--- src/common/dfb_defines.vh ---
// Constants for the diagnostic flag bank: register offsets, field positions, reset values
// Assumes inclusion by bare name from the design files
`ifndef DFB_DEFINES_VH
`define DFB_DEFINES_VH

// Configuration bank holding the masks
`define DFB_MASK_BANK          4'h4
// Banked configuration offsets
`define DFB_ERR_MASK_LOW       8'h08
`define DFB_ERR_MASK_HIGH      8'h09
`define DFB_WRN_MASK_LOW       8'h0a
`define DFB_WRN_MASK_HIGH      8'h0b
// Status offsets, independent of bank
`define DFB_READY_STATUS       8'h68
`define DFB_SUPPLY_STATUS      8'h69
`define DFB_AMPLITUDE_STATUS   8'h6a
`define DFB_SEQ_GAIN_STATUS    8'h6b
`define DFB_ERR_FLAGS_LOW      8'h6c
`define DFB_ERR_FLAGS_MID      8'h6d
`define DFB_IF_ERROR_CODES     8'h6e
`define DFB_ERR_FLAGS_HIGH     8'h6f
`define DFB_WRN_FLAGS_LOW      8'h70
`define DFB_WRN_FLAGS_MID      8'h71
`define DFB_WRN_FLAGS_HIGH     8'h73
// Reset values
`define DFB_MASK_RESET         8'h00
// Field positions
`define DFB_HOLD_ENABLE_BIT    7
`define DFB_MSG_FLAG_BIT       15
`define DFB_ERR_WATCHDOG_BIT   13
`define DFB_ERR_CONFIG_BIT     14
`define DFB_MASK_SUPPLY_A_BIT  13
`define DFB_MASK_SUPPLY_D_BIT  14
`define DFB_FLAG_SUPPLY_A_BIT  16
`define DFB_FLAG_SUPPLY_D_BIT  17
// Sequencer state codes
`define DFB_STATE_POWER_ON     5'h00
`define DFB_STATE_CONFIG_ERROR 5'h0b
`define DFB_STATE_SOFT_RESET   5'h0c
`define DFB_STATE_OPERATE      5'h0e
`define DFB_STATE_CHECK_CRC    5'h11
`define DFB_STATE_EEPROM_WRITE 5'h1b
`define DFB_STATE_PRESET       5'h1f
// Two-wire error codes
`define DFB_TWO_WIRE_NO_ERROR  3'h0

`endif

--- src/logic/dfb_flag_bank.v ---
// Diagnostic status, error and warning flag bank with masks, hold enables and fault pin
// Assumes one clock, synchronous inputs and a byte-wide register port with bank select
//
// Overview of operation
// [RULE1] Supply register bit 0 analog, bit 1 digital supply good, 1 when acceptable.
// [RULE2] Supply register bits 2 and 3 give supply domains, 0 is 3.3 V, 1 is 5 V.
// [RULE3] Supply register bit 4 mirrors the sensed fault pin level.
// [RULE4] Ready register bits 5:0 set once their events have occurred.
// [RULE5] Amplitude register holds six comparator results, low ones 1 when OK.
// [RULE6] Bits 6 and 7 at 0x6B show gain control lower and upper limits reached.
// [RULE7] Position valid and first index flags set once index referencing occurs.
// [RULE8] Bits 4:0 at 0x6B show the current sequencer state code.
// [RULE9] The 18-bit error vector is read at 0x6C, 0x6D and 0x6F bits 1:0.
// [RULE10] Error vector bits follow the fixed event assignment, bit 15 message flag.
// [RULE11] 15-bit error mask at bank 4 offsets 0x08/0x09 selects errors, resets zero.
// [RULE12] With error hold enabled, errors stay set until a status clear command.
// [RULE13] Bits 3:2 at 0x6E encode absolute port frame errors.
// [RULE14] 0x6E bit 1 is count mismatch, bit 0 is received error bit.
// [RULE15] Bits 6:4 at 0x6E hold the two-wire bus error code.
// [RULE16] The warning vector is read at 0x70, 0x71 and 0x73 bits 1:0.
// [RULE17] Warning bit 0 sets on received warning bit or synchronisation limit.
// [RULE18] Warning mask at bank 4 offsets 0x0A/0x0B selects warnings, never the pin.
// [RULE19] With warning hold enabled, warnings stay set until a status clear command.
// [RULE20] Masks gate only the message flags and pin, raw flags report every event.
// [RULE21] Fault pin is driven low while any selected error flag is set; the code uses selected raw error events, not held flags.
`timescale 1ns/10ps
`include "dfb_defines.vh"

module dfb_flag_bank #(
  parameter FLAG_WIDTH = 18,
  parameter MASK_WIDTH = 15
) (
  input  wire                  clk_in,
  input  wire                  reset_n_in,
  // Register port
  input  wire [3:0]            reg_bank_in,
  input  wire [7:0]            reg_addr_in,
  input  wire                  reg_write_in,
  input  wire [7:0]            reg_wdata_in,
  output reg  [7:0]            reg_rdata_out,
  input  wire                  status_clear_command_in,
  // Supply monitor
  input  wire                  analog_supply_good_in,
  input  wire                  digital_supply_good_in,
  input  wire                  analog_domain_select_in,
  input  wire                  digital_domain_select_in,
  // Ready events, sequencer and referencing
  input  wire [5:0]            ready_events_in,
  input  wire                  index_referenced_in,
  input  wire [4:0]            sequencer_state_in,
  // Amplitude monitor
  input  wire [5:0]            amplitude_comparators_in,
  input  wire                  gain_limit_low_in,
  input  wire                  gain_limit_high_in,
  // Error and warning events
  input  wire [FLAG_WIDTH-1:0] error_events_in,
  input  wire [FLAG_WIDTH-1:0] warning_events_in,
  input  wire                  abs_port_warning_bit_in,
  input  wire                  sync_limit_reached_in,
  // Absolute data port and two-wire bus detail
  input  wire [1:0]            abs_port_frame_code_in,
  input  wire                  abs_port_count_mismatch_in,
  input  wire                  abs_port_error_bit_in,
  input  wire [2:0]            two_wire_error_code_in,
  // Open-drain fault pin
  input  wire                  fault_pin_sense_in,
  output reg                   fault_pin_out,
  output reg                   fault_pin_oe_n_out
);

  ////////////////////////////////////////////////////////////////////////////////////////////
  // Configuration registers
  reg  [7:0]            err_mask_low_reg;
  reg  [7:0]            err_mask_high_reg;
  reg  [7:0]            wrn_mask_low_reg;
  reg  [7:0]            wrn_mask_high_reg;
  wire                  bank_write;
  wire [MASK_WIDTH-1:0] err_mask;
  wire [MASK_WIDTH-1:0] wrn_mask;
  wire                  error_hold_enable;
  wire                  warning_hold_enable;

  assign bank_write          = reg_write_in && (reg_bank_in == `DFB_MASK_BANK);
  assign err_mask            = {err_mask_high_reg[6:0], err_mask_low_reg};
  assign wrn_mask            = {wrn_mask_high_reg[6:0], wrn_mask_low_reg};
  assign error_hold_enable   = err_mask_high_reg[`DFB_HOLD_ENABLE_BIT];
  assign warning_hold_enable = wrn_mask_high_reg[`DFB_HOLD_ENABLE_BIT];

  always @(posedge clk_in) begin
    if (!reset_n_in) begin
      err_mask_low_reg  <= `DFB_MASK_RESET; // RULE11
      err_mask_high_reg <= `DFB_MASK_RESET; // RULE11
      wrn_mask_low_reg  <= `DFB_MASK_RESET; // RULE18
      wrn_mask_high_reg <= `DFB_MASK_RESET; // RULE18
    end else if (bank_write) begin
      case (reg_addr_in)
        `DFB_ERR_MASK_LOW:  err_mask_low_reg  <= reg_wdata_in; // RULE11
        `DFB_ERR_MASK_HIGH: err_mask_high_reg <= reg_wdata_in; // RULE12
        `DFB_WRN_MASK_LOW:  wrn_mask_low_reg  <= reg_wdata_in; // RULE18
        `DFB_WRN_MASK_HIGH: wrn_mask_high_reg <= reg_wdata_in; // RULE19
        default: begin
        end
      endcase
    end
  end

  ////////////////////////////////////////////////////////////////////////////////////////////
  // Status registers
  reg  [4:0] supply_status_reg;
  reg  [7:0] ready_status_reg;
  reg  [5:0] amplitude_status_reg;
  reg  [7:0] seq_gain_status_reg;
  reg  [3:0] abs_port_status_reg;
  reg  [2:0] two_wire_code_reg;

  always @(posedge clk_in) begin
    if (!reset_n_in) begin
      supply_status_reg    <= 5'h00;
      ready_status_reg     <= 8'h00;
      amplitude_status_reg <= 6'h00;
      seq_gain_status_reg  <= 8'h00;
      abs_port_status_reg  <= 4'h0;
      two_wire_code_reg    <= `DFB_TWO_WIRE_NO_ERROR;
    end else begin
      supply_status_reg[1:0] <= {digital_supply_good_in, analog_supply_good_in}; // RULE1
      supply_status_reg[3:2] <= {digital_domain_select_in,
                                 analog_domain_select_in}; // RULE2
      supply_status_reg[4]   <= fault_pin_sense_in; // RULE3
      ready_status_reg[5:0]  <= ready_status_reg[5:0] | ready_events_in; // RULE4
      if (index_referenced_in) begin
        ready_status_reg[7:6]  <= 2'h3; // RULE7
        seq_gain_status_reg[5] <= 1'b1; // RULE7
      end
      amplitude_status_reg       <= amplitude_comparators_in; // RULE5
      seq_gain_status_reg[7:6]   <= {gain_limit_high_in, gain_limit_low_in}; // RULE6
      seq_gain_status_reg[4:0]   <= sequencer_state_in; // RULE8
      abs_port_status_reg        <= {abs_port_frame_code_in, abs_port_count_mismatch_in,
                                     abs_port_error_bit_in}; // RULE13 RULE14
      if (two_wire_error_code_in != `DFB_TWO_WIRE_NO_ERROR) begin
        two_wire_code_reg <= two_wire_error_code_in; // RULE15
      end
    end
  end

  ////////////////////////////////////////////////////////////////////////////////////////////
  // Error and warning flags
  // Mask bit index for each flag bit; flags without a mask bit get a constant select
  reg  [FLAG_WIDTH-1:0] error_flags_reg;
  reg  [FLAG_WIDTH-1:0] warning_flags_reg;
  wire [FLAG_WIDTH-1:0] error_raw;
  wire [FLAG_WIDTH-1:0] warning_raw;
  wire [FLAG_WIDTH-1:0] error_select;
  wire [FLAG_WIDTH-1:0] warning_select;
  wire                  error_message;
  wire                  warning_message;

  genvar i;
  generate
    for (i = 0; i < FLAG_WIDTH; i = i + 1) begin : g_flag
      if (i < 13) begin : g_masked
        assign error_select[i]   = err_mask[i]; // RULE11
        assign warning_select[i] = (i < 10) ? wrn_mask[i] : 1'b0; // RULE18
      end else if (i == `DFB_FLAG_SUPPLY_A_BIT) begin : g_sup_a
        assign error_select[i]   = err_mask[`DFB_MASK_SUPPLY_A_BIT];
        assign warning_select[i] = wrn_mask[`DFB_MASK_SUPPLY_A_BIT];
      end else if (i == `DFB_FLAG_SUPPLY_D_BIT) begin : g_sup_d
        assign error_select[i]   = err_mask[`DFB_MASK_SUPPLY_D_BIT];
        assign warning_select[i] = wrn_mask[`DFB_MASK_SUPPLY_D_BIT];
      end else if (i == `DFB_MSG_FLAG_BIT) begin : g_msg
        assign error_select[i]   = 1'b0;
        assign warning_select[i] = 1'b0;
      end else begin : g_fixed
        // Watchdog and configuration errors have no mask bit and are always selected
        assign error_select[i]   = 1'b1;
        assign warning_select[i] = 1'b0;
      end

      if (i == `DFB_MSG_FLAG_BIT) begin : g_msg_raw
        assign error_raw[i]   = error_message; // RULE10
        assign warning_raw[i] = warning_message; // RULE16
      end else if (i == 0) begin : g_adi_raw
        assign error_raw[i]   = error_events_in[i];
        assign warning_raw[i] = warning_events_in[i] | abs_port_warning_bit_in |
                                sync_limit_reached_in; // RULE17
      end else if (i < 10 || i > `DFB_MSG_FLAG_BIT) begin : g_wrn_raw
        assign error_raw[i]   = error_events_in[i];
        assign warning_raw[i] = warning_events_in[i]; // RULE16
      end else begin : g_err_only
        assign error_raw[i]   = error_events_in[i]; // RULE10
        assign warning_raw[i] = 1'b0;
      end

      always @(posedge clk_in) begin
        if (!reset_n_in) begin
          error_flags_reg[i]   <= 1'b0;
          warning_flags_reg[i] <= 1'b0;
        end else begin
          // Set wins over a clear arriving in the same cycle
          error_flags_reg[i]   <= error_raw[i] | (error_hold_enable & error_flags_reg[i] &
                                  ~status_clear_command_in); // RULE12 RULE20
          warning_flags_reg[i] <= warning_raw[i] | (warning_hold_enable &
                                  warning_flags_reg[i] &
                                  ~status_clear_command_in); // RULE19 RULE20
        end
      end
    end
  endgenerate

  // Message flags gather only selected flags
  assign error_message   = |(error_flags_reg & error_select); // RULE20
  assign warning_message = |(warning_flags_reg & warning_select); // RULE20

  ////////////////////////////////////////////////////////////////////////////////////////////
  // Fault pin, open drain
  always @(posedge clk_in) begin
    if (!reset_n_in) begin
      fault_pin_out      <= 1'b0;
      fault_pin_oe_n_out <= 1'b1;
    end else begin
      fault_pin_out      <= 1'b0;
      fault_pin_oe_n_out <= ~(|(error_raw & error_select)); // RULE21
    end
  end

  ////////////////////////////////////////////////////////////////////////////////////////////
  // Read multiplexer
  reg [7:0] rdata_next;

  always @* begin
    rdata_next = 8'h00;
    case (reg_addr_in)
      `DFB_ERR_MASK_LOW:     rdata_next = (reg_bank_in == `DFB_MASK_BANK) ?
                                          err_mask_low_reg : 8'h00;
      `DFB_ERR_MASK_HIGH:    rdata_next = (reg_bank_in == `DFB_MASK_BANK) ?
                                          err_mask_high_reg : 8'h00;
      `DFB_WRN_MASK_LOW:     rdata_next = (reg_bank_in == `DFB_MASK_BANK) ?
                                          wrn_mask_low_reg : 8'h00;
      `DFB_WRN_MASK_HIGH:    rdata_next = (reg_bank_in == `DFB_MASK_BANK) ?
                                          wrn_mask_high_reg : 8'h00;
      `DFB_READY_STATUS:     rdata_next = ready_status_reg; // RULE4
      `DFB_SUPPLY_STATUS:    rdata_next = {3'h0, supply_status_reg}; // RULE1
      `DFB_AMPLITUDE_STATUS: rdata_next = {2'h0, amplitude_status_reg}; // RULE5
      `DFB_SEQ_GAIN_STATUS:  rdata_next = seq_gain_status_reg; // RULE8
      `DFB_ERR_FLAGS_LOW:    rdata_next = error_flags_reg[7:0]; // RULE9
      `DFB_ERR_FLAGS_MID:    rdata_next = error_flags_reg[15:8]; // RULE9
      `DFB_IF_ERROR_CODES:   rdata_next = {1'b0, two_wire_code_reg,
                                           abs_port_status_reg}; // RULE13 RULE15
      `DFB_ERR_FLAGS_HIGH:   rdata_next = {6'h00, error_flags_reg[17:16]}; // RULE9
      `DFB_WRN_FLAGS_LOW:    rdata_next = warning_flags_reg[7:0]; // RULE16
      `DFB_WRN_FLAGS_MID:    rdata_next = warning_flags_reg[15:8]; // RULE16
      `DFB_WRN_FLAGS_HIGH:   rdata_next = {6'h00, warning_flags_reg[17:16]}; // RULE16
      default:               rdata_next = 8'h00;
    endcase
  end

  always @(posedge clk_in) begin
    if (!reset_n_in) begin
      reg_rdata_out <= 8'h00;
    end else begin
      reg_rdata_out <= rdata_next;
    end
  end

endmodule // dfb_flag_bank

--- config.mk ---
export PLATFORM = sky130hd
export DESIGN_NAME = dfb_flag_bank
export DESIGN_NICKNAME = d
export VERILOG_FILES = /design/src/logic/dfb_flag_bank.v
export VERILOG_INCLUDE_DIRS = /design/src /design/src/common
export SDC_FILE = /design/constraint.sdc
export NUM_CORES = 1
export LEC_CHECK = 0
export BUFFER_PORTS_ARGS = -buffer_cell sky130_fd_sc_hd__clkbuf_2
export CORE_MARGIN = 5
export CORE_UTILIZATION = 60
export CTS_BUF_LIST = sky130_fd_sc_hd__clkbuf_2 sky130_fd_sc_hd__clkbuf_4 sky130_fd_sc_hd__clkbuf_8
export DETAILED_ROUTE_END_ITERATION = 10
export HOLD_SLACK_MARGIN = 0.15
export PLACE_DENSITY = 0.9
export SETUP_SLACK_MARGIN = 0.15
export SYNTH_ARGS = -nofsm -noshare
export SYNTH_HDL_FRONTEND = slang
export SYNTH_SLANG_ARGS = --single-unit
export TNS_END_PERCENT = 5
--- constraint.sdc ---
create_clock -name clk_in -period 3.95 [get_ports clk_in]
set_clock_uncertainty 0.05 [all_clocks]
set_input_delay 0 -clock clk_in [delete_from_list [all_inputs] [get_ports clk_in]]
set_output_delay 0 -clock clk_in [all_outputs]
set_load 0.02 [all_outputs]
=== Word-level counts from Yosys, hierarchy flattened ===
Cells that the tools add are included.

* Register bits after elaboration: 110
* Input port bits: 94
* Output and inout port bits: 10
* Logic and storage cells: 191

* Equal/unequal tests: 16
* Multiplexer cells: 5
* Bitwise gates (word level): 111
* Reduce and logical (&&, ||, !) cells: 9

{| class="wikitable"
|+ Operator list
! operator !! count
|-
| $pmux W8 S15 || 1
|-
| $eq A8 B7 Y1 const B || 11
|-
| $and A1 B1 Y1 || 72
|-
| $and A18 B18 Y18 || 3
|-
| $reduce_or A18 Y1 || 3
|-
| $or A1 B1 Y1 || 33
|-
| $eq A8 B4 Y1 const B || 4
|-
| $mux W8 || 4
|-
| $reduce_and A2 Y1 || 4
|-
| $or A6 B6 Y6 || 1
|-
| $eq A4 B3 Y1 const B || 1
|-
| $reduce_bool A3 Y1 || 1
|-
| $not A1 Y1 || 2
|-
| $logic_and A1 B1 Y1 || 1
|}

=== Logic depth before layout (Yosys ltp) ===
Gate-level depths: netlist of the first run.

* Depth after elaboration: 5
* Mapped depth: 7
* Mapped depth without buffers: 5

=== Worst setup path after synthesis of the first run ===
No wires, ideal clock.

* Path type: input to register
* Start point: input port reg_addr_in[0]
* End point: register reg_rdata_out[4]
* Library setup time: 139 ps
* Data arrival time: 1238 ps
* Data required time: 3761 ps
* Setup slack: 2523 ps
* Stages on the path: 6
* Path buffers: 2
* Cell sequence: clkbuf_1 -> buf_4 -> mux2_1 -> a32o_1 -> a22oi_1 -> a31oi_1

* Cells in the longest elaborated chain, start to end: 2
* Elaborated cells on any way between the ends: 16
* Classes of those cells: eq/ne: 15; mux: 1

{| class="wikitable"
|+ Ends and longest elaborated chain
! element !! RTL line !! source
|-
| start: declaration || dfb_flag_bank.v:37 || <nowiki>input wire [7:0] reg_addr_in,</nowiki>
|-
| $eq A8 B7 Y1 or $eq A8 B4 Y1 (tied branches) || dfb_flag_bank.v:231 || <nowiki>case (reg_addr_in)</nowiki>
|-
| $pmux W8 S15 * || dfb_flag_bank.v:231 ||
|-
| end signal: assignment || dfb_flag_bank.v:260 || <nowiki>reg_rdata_out <= rdata_next;</nowiki>
|-
| end: declaration || dfb_flag_bank.v:40 || <nowiki>output reg [7:0] reg_rdata_out,</nowiki>
|}

Every way passes the cells marked *; elsewhere a longest branch is shown, timed or not.
A chain may end at the register's enable or synchronous reset.

=== Final worst setup path of the first run ===
* Start point: input port reg_addr_in[2]
* End point: register err_mask_high_reg[4]

* Cells in the longest elaborated chain, start to end: 2

{| class="wikitable"
|+ Ends and longest elaborated chain
! element !! RTL line !! source
|-
| $eq A8 B4 Y1 || dfb_flag_bank.v:96 || <nowiki>case (reg_addr_in)</nowiki>
|-
| $reduce_and A2 Y1 (no line) || - ||
|-
| end signal: assignment || dfb_flag_bank.v:92 || <nowiki>err_mask_high_reg <= `DFB_MASK_RESET;</nowiki>
|-
| end signal: assignment || dfb_flag_bank.v:98 || <nowiki>`DFB_ERR_MASK_HIGH: err_mask_high_reg <= reg_wdata_in;</nowiki>
|-
| end: declaration || dfb_flag_bank.v:74 || <nowiki>reg [7:0] err_mask_high_reg;</nowiki>
|}

Every way passes these cells.

==> results of run 1 <==
[per-layer routing]
| metal | GRT usage (%) | up-vias | wire, um |
|---|---|---|---|
| met4 | 17.33 | 0 | 771 |
| met3 | 8.485 | 83 | 1635 |
| met2 | 55.32 | 354 | 7809 |
| met5 | 1.538 | - | 0 |
| met1 | 38.83 | 2307 | 6078 |
| li1 | - | 2159 | - |
[Yosys cell counts, types with 5 or more instances]
cell type	n	share of area, %
a22oi_1	20	3.2
a221oi_1	6	1.1
mux2_1	7	1.7
nand2b_1	5	0.66
mux2i_1	10	2.1
o21a_1	11	1.7
a21oi_1	36	3.8
a21boi_1	32	5.0
nor2b_1	37	4.9
nor2_1	8	0.63
and3_1	6	0.79
dfxtp_1	109	46
nand3_1	9	0.95
a31oi_1	9	1.2
clkbuf_1	20	1.6
nand2_1	77	6.1
a32oi_1	6	1.1
buf_2	7	0.74
and2_1	25	3.3
mux4_2	6	2.8
a22o_1	9	1.7
[per-stage QoR]
step                util [%]  total power [uW]  cells  instance area [um2]
floorplan                  -              1275    507                 4765
global placement       67.89              1351    676                 5246
detailed placement     67.89              1357    676                 5246
CTS                    81.90              2121    779                 6329
global route           81.93              2204    780                 6331
finish                 81.96              2136    781                 6334
[final timing paths]
path / from / to / slack, ps / cells after the start
worst min-delay path: reg_bank_in[0] / err_mask_low_reg[4] / 200 / 6
worst max register to register: wrn_mask_high_reg[7] / warning_flags_reg[0] / 2040 / 5
worst min register to register: wrn_mask_high_reg[2] / wrn_mask_high_reg[2] / 420 / 2
worst max-delay path: reg_addr_in[2] / err_mask_high_reg[4] / 1610 / 8
[layout make-up]
type                    instances  area share, %
diodes                          2        0.07902
clock buffers                   9          1.956
clock inverters                 7          1.383
inverters                       2         0.1185
multi-input cells             365          38.38
flip-flops and latches        109          34.45
well taps                     102          2.015
repair buffers                185          21.61
[power groups by stage]
stage / logic [uW] / registers (uW) / clock network, uW
2_1_floorplan: 99.2 / 1180 / 0
3_3_place_gp: 166 / 1180 / 0
3_5_place_dp: 171 / 1190 / 0
4_1_cts: 238 / 1160 / 723
5_1_grt: 268 / 1170 / 770
6_report: 252 / 1160 / 721
[critical path: cells and delay by family]
family                 cells  cell delay (ps)
AOI/OAI and AO/OA          1              130
and+or+nand+nor            4             1150
buffers and inverters      3             1310
[cells by family after synthesis]
family | count (synthesis)
buffers and inverters | 33
AND/OR/NAND/NOR | 192
other | 1
flip-flops | 109
AO/OA/AOI/OAI | 149
multiplexers | 23
[timing repair]
action | in CTS | in global routing
hold buffers | 87 | 0
resized for setup | 0 | 0
setup endpoints to repair | 0 | 0
hold endpoints to repair | 106 | 0
==> flow_summary.ini, run 1 <==
[status]
outcome = completed

[setup_path]
worstPathRequired_ps = 4220
worstPathArrival_ps = 2610
start_kind = input port
endpoint_kind = flip-flop
crit_type = in2reg
path_common_cell = dlygate4sd3_1
crit_fanout = 10
critPathMaxStageDelay_ps = 560
crit_path_top_delay_cell = dlygate4sd3_1
path_cells = dlygate4sd3_1 -> clkbuf_2 -> nor3_2 -> nand4_4 -> nor3_4 -> nand2_1 -> dlygate4sd3_1 -> a21boi_1

[die]
num_rows = 32
core_um2 = 7727
chipHeight_um = 99.11
pin_count = 104
die_area_um2 = 9823
start_util_pct = 61.66
die_w_um = 99.11

[yosys]
yosys_register_bits = 109
synth-seq-area-share_pct = 45.80
synth_top_family_by_area = simple AND/OR/NAND/NOR gates
avgSynthCellArea_um2 = 9.398
synth_edf_count = 0
synth_adder_area_share_pct = 0
syn_inst = 507
synth_cell_types = 52
ys.flop_type = dfxtp_1
yosysWarnings = 0
synthXorXnorAreaFrac_pct = 0
syn-num-nets = 601
synth.area.mux_share_pct = 6.591
synth-simple-area-share_pct = 22.48
synth_area_um2 = 4765
synth_compound_gate_area_share_pct = 21.87
synth_async_sr_flop_share_pct = 0

[cts]
clk-insertion-delay-late_ps = 390
cts_max_path_buffers = 2
cts_tree = yes
cts_made_buffers = 9
clk_pin_slew_ps = 110
cts.sinks = 109
htree_levels = 3
cts_setup_buffers = 0
clockRootBuffer = clkbuf_8

[sta]
max_slew_margin_pct = 12.29
tns_ps = 0
rsz0062_at_grt = no
fin_ws_ps = 1614
tightest_slew_ps = 1313
hold_slack_ps = 198.0
slew_viol_final = 0
period_minus_slack_ps = 2336
finalHoldViolations = 0
setup_viol = 0
fmax_mhz = 428.0
fin_crit_sh_pct = 59.15

[route]
first_iter_violations = 502
antenna_left = 0
vias_per_cell = 6.278
firstDrtPassIters = 6
vias = 4903
wl_mm = 16.30
drcViolationCount = 0
wl_per_cell_um = 20.86

[final_layout]
final_common_cell = dfxtp_1
nNetsFinal = 766
regArea_um2 = 2182
final_cell_mix = 109 x dfxtp_1, 95 x clkbuf_2, 87 x dlygate4sd3_1, 77 x nand2_1, 37 x nor2b_1
multi_input_area_um2 = 2431
fillers = 447
area_growth_pct = 32.93
drive_above_1_share_pct = 19.20

[power_and_ir_drop]
leakage_uw = 0.002480
power_switching_share_pct = 26.01
vdd_drop_max_uv = 273.5
pwr-share-clk_pct = 33.8
internal_power_uw = 1580
p_sw_uw = 555.7
powerDensity_nw_per_um2 = 337.3
seq_power_share_pct = 54.4
combPwrFrac_pct = 11.8

[place]
place_congestion = 0.9466
pre_cts_slack_ps = 1776
dpl.hpwl_mm = 10.10
io_buffers = 95

[grt]
grt_pass1_vias = 4923
grt_max_degree = 102
grt_pass1_wl_mm = 25.50
antenna_found_initial = 1
grt_overflow = 0
grtUsageTotal_pct = 33.05

[flow_run]
maxCapViolations = 0

[hold_path]
hold_path.class = in2reg
No activity file was read; power rests on OpenSTA's default activity.
==> inputs of run 2 (changes only) <==
--- a/config.mk
+++ b/config.mk
@@ -8,11 +8,11 @@
 export LEC_CHECK = 0
 export BUFFER_PORTS_ARGS = -buffer_cell sky130_fd_sc_hd__clkbuf_2
 export CORE_MARGIN = 5
-export CORE_UTILIZATION = 60
+export CORE_UTILIZATION = 51
 export CTS_BUF_LIST = sky130_fd_sc_hd__clkbuf_2 sky130_fd_sc_hd__clkbuf_4 sky130_fd_sc_hd__clkbuf_8
 export DETAILED_ROUTE_END_ITERATION = 10
 export HOLD_SLACK_MARGIN = 0.15
-export PLACE_DENSITY = 0.9
+export PLACE_DENSITY = 0.82
 export SETUP_SLACK_MARGIN = 0.15
 export SYNTH_ARGS = -nofsm -noshare
 export SYNTH_HDL_FRONTEND = slang
==> constraint.sdc (replaced) <==
create_clock -name clk_in -period 1.9 [get_ports clk_in]
set_clock_uncertainty 0.05 [all_clocks]
set_input_delay 0 -clock clk_in [delete_from_list [all_inputs] [get_ports clk_in]]
set_output_delay 0 -clock clk_in [all_outputs]
set_load 0.02 [all_outputs]
==> run 2 against run 1 <==
Design area increased by 5.8%. Highest routed layer unchanged. Via count grew 1.7%. Sequential cell count is the same. Register-to-register slack worse by 1900 ps. Setup slack worse by 1400 ps. First-iteration DRC count rose by 10%. Global-route usage decreased by 3.4 points. Critical path type is now reg2reg. Die area is 16% higher.
==> flow_summary.ini, run 2 (synthesis gave the netlist of run 1 again) <==
[power_and_ir_drop]
leakage_uw = 0.002687
powerDensity_nw_per_um2 = 642.7
vdd_drop_max_uv = 401.0
p_sw_uw = 1105
power_switching_share_pct = 25.64
combPwrFrac_pct = 13.6
pwr-share-clk_pct = 30.2
internal_power_uw = 3204
seq_power_share_pct = 56.2

[route]
antenna_left = 0
wl_mm = 16.75
vias_per_cell = 6.006
wl_per_cell_um = 20.18
drcViolationCount = 0
firstDrtPassIters = 6
vias = 4985
first_iter_violations = 554

[place]
dpl.hpwl_mm = 10.63
io_buffers = 95
placed_area_um2 = 5390
place_congestion = 0.9449

[setup_path]
crit_type = reg2reg
worstPathRequired_ps = 2160
worstPathArrival_ps = 1980
r2r-start = err_mask_high_reg[7]
worst-path-buf-inv = 2
cp_top_family = buffers and inverters
critPathMaxStageDelay_ps = 570
worst_r2r_path_depth = 5
r2r_setup_slack_ps = 180
endpoint_kind = flip-flop
crit_path_top_delay_cell = dlygate4sd3_1
start_kind = flip-flop
rr_endpoint = error_flags_reg[11]
path_cells = nor2b_4 -> buf_2 -> a21oi_1 -> nor2b_1 -> dlygate4sd3_1
crit_fanout = 9

[final_layout]
area_growth_pct = 40.70
final_common_cell = dlygate4sd3_1
final_cell_mix = 111 x dlygate4sd3_1, 109 x dfxtp_1, 95 x clkbuf_2, 77 x nand2_1
fin_area_um2 = 6704
drive_above_1_share_pct = 20.61
nNetsFinal = 808

[cts]
clockRootBuffer = clkbuf_8
cts.sinks = 109
cts_tree = yes
cts_max_path_buffers = 2
htree_levels = 3
cts_made_buffers = 9
clk-insertion-delay-late_ps = 370
clk_pin_slew_ps = 100

[die]
die_area_um2 = 11380
chipHeight_um = 106.7
die_w_um = 106.7
start_util_pct = 52.06
pin_count = 104
num_rows = 35
core_um2 = 9153

[sta]
finalHoldViolations = 0
slew_viol_final = 0
max_slew_margin_pct = 66.57
tightest_slew_ps = 500.4
rsz0062_at_grt = yes
fin_crit_sh_pct = 90.29
fmax_mhz = 582.9
setup_viol = 0
tns_ps = 0
period_minus_slack_ps = 1716

[grt]
grt_max_degree = 57
grtUsageTotal_pct = 29.67
grt_overflow = 0
grt_pass1_vias = 5011
antenna_found_initial = 1
grt_pass1_wl_mm = 26.46

[hold_path]
hold_end = reg_rdata_out[6]
min_path_cells = 4
hold_path.class = in2reg
min_from = reg_addr_in[7]

[flow_run]
maxCapViolations = 0

[status]
outcome = completed
run 2: changes by cell type in the layout (fill, tap and decap cells not counted), sizes merged:
cell | previous run | this run
bufinv | 1 | 0
dlygate4sd3 | 87 | 111
inv | 5 | 3
clkbuf | 104 | 106
buf | 3 | 21
diode | 2 | 1
run 2: how the worst max path moves through the flow:
stage / start / endpoint / slack (ps) / cells after the start
after global placement: reg_addr_in[4] / err_mask_low_reg[6] / 290 / 6
after floorplan: reg_addr_in[0] / reg_rdata_out[4] / 470 / 6
after CTS: reg_write_in / wrn_mask_high_reg[7] / 190 / 7
final: err_mask_high_reg[7] / error_flags_reg[11] / 180 / 5
after global routing: err_mask_high_reg[7] / error_flags_reg[11] / 130 / 5
after detailed placement: reg_addr_in[4] / err_mask_low_reg[1] / 250 / 6
run 2: final cells by class:
| class | count | area [um2] |
|---|---|---|
| Antenna cell | 1 | 2.502 |
| Clock buffer | 11 | 138.9 |
| Clock inverter | 4 | 32.53 |
| Fill cell | 630 | 2449 |
| Inverter | 2 | 7.507 |
| Multi-Input combinational cell | 365 | 2444 |
| Sequential cell | 109 | 2182 |
| Tap cell | 111 | 138.9 |
| Timing Repair Buffer | 227 | 1758 |
run 2: stage by stage:
step | cells | setup WS (ps) | utilization, % | total power, uW | hold slack, ps
after CTS | 827 | 187.5 | 72.91 | 4290 | 158.7
after detailed placement | 701 | 245.6 | 58.89 | 2849 | 149.7
after global placement | 701 | 286.7 | 58.89 | 2838 | 147.6
final | 830 | 184.4 | 73.25 | 4309 | 167.7
after global routing | 830 | 128.2 | 73.25 | 4456 | 186.3
after floorplan | 507 | 473.4 | - | 2650 | 60.23
run 2: power groups by stage:
| stage | Combinational (uW) | Sequential [uW] | Clock [uW] |
|---|---|---|---|
| after floorplan | 206 | 2440 | 0 |
| after global placement | 370 | 2470 | 0 |
| after detailed placement | 380 | 2470 | 0 |
| after CTS | 558 | 2420 | 1320 |
| after global routing | 630 | 2420 | 1400 |
| final | 588 | 2420 | 1300 |
run 2: worst min-delay path, delay by kind of cell:
family,cells,cell delay (ps)
AOI/OAI and AO/OA,2,330
buffers and inverters,1,130
and+or+nand+nor,1,70
run 2: routing by layer:
layer / wire [um] / GRT usage, %
met1: 6327 / 36.67
met2: 7852 / 48.79
met3: 1760 / 7.526
met4: 806 / 13.42
met5: 0 / 0
run 2: timing repair:
item	in CTS	in global routing
endpoints found under the hold margin	101	0
endpoints found under the setup margin	0	5
hold buffers	111	0
resized for setup	0	4
setup buffers	0	1
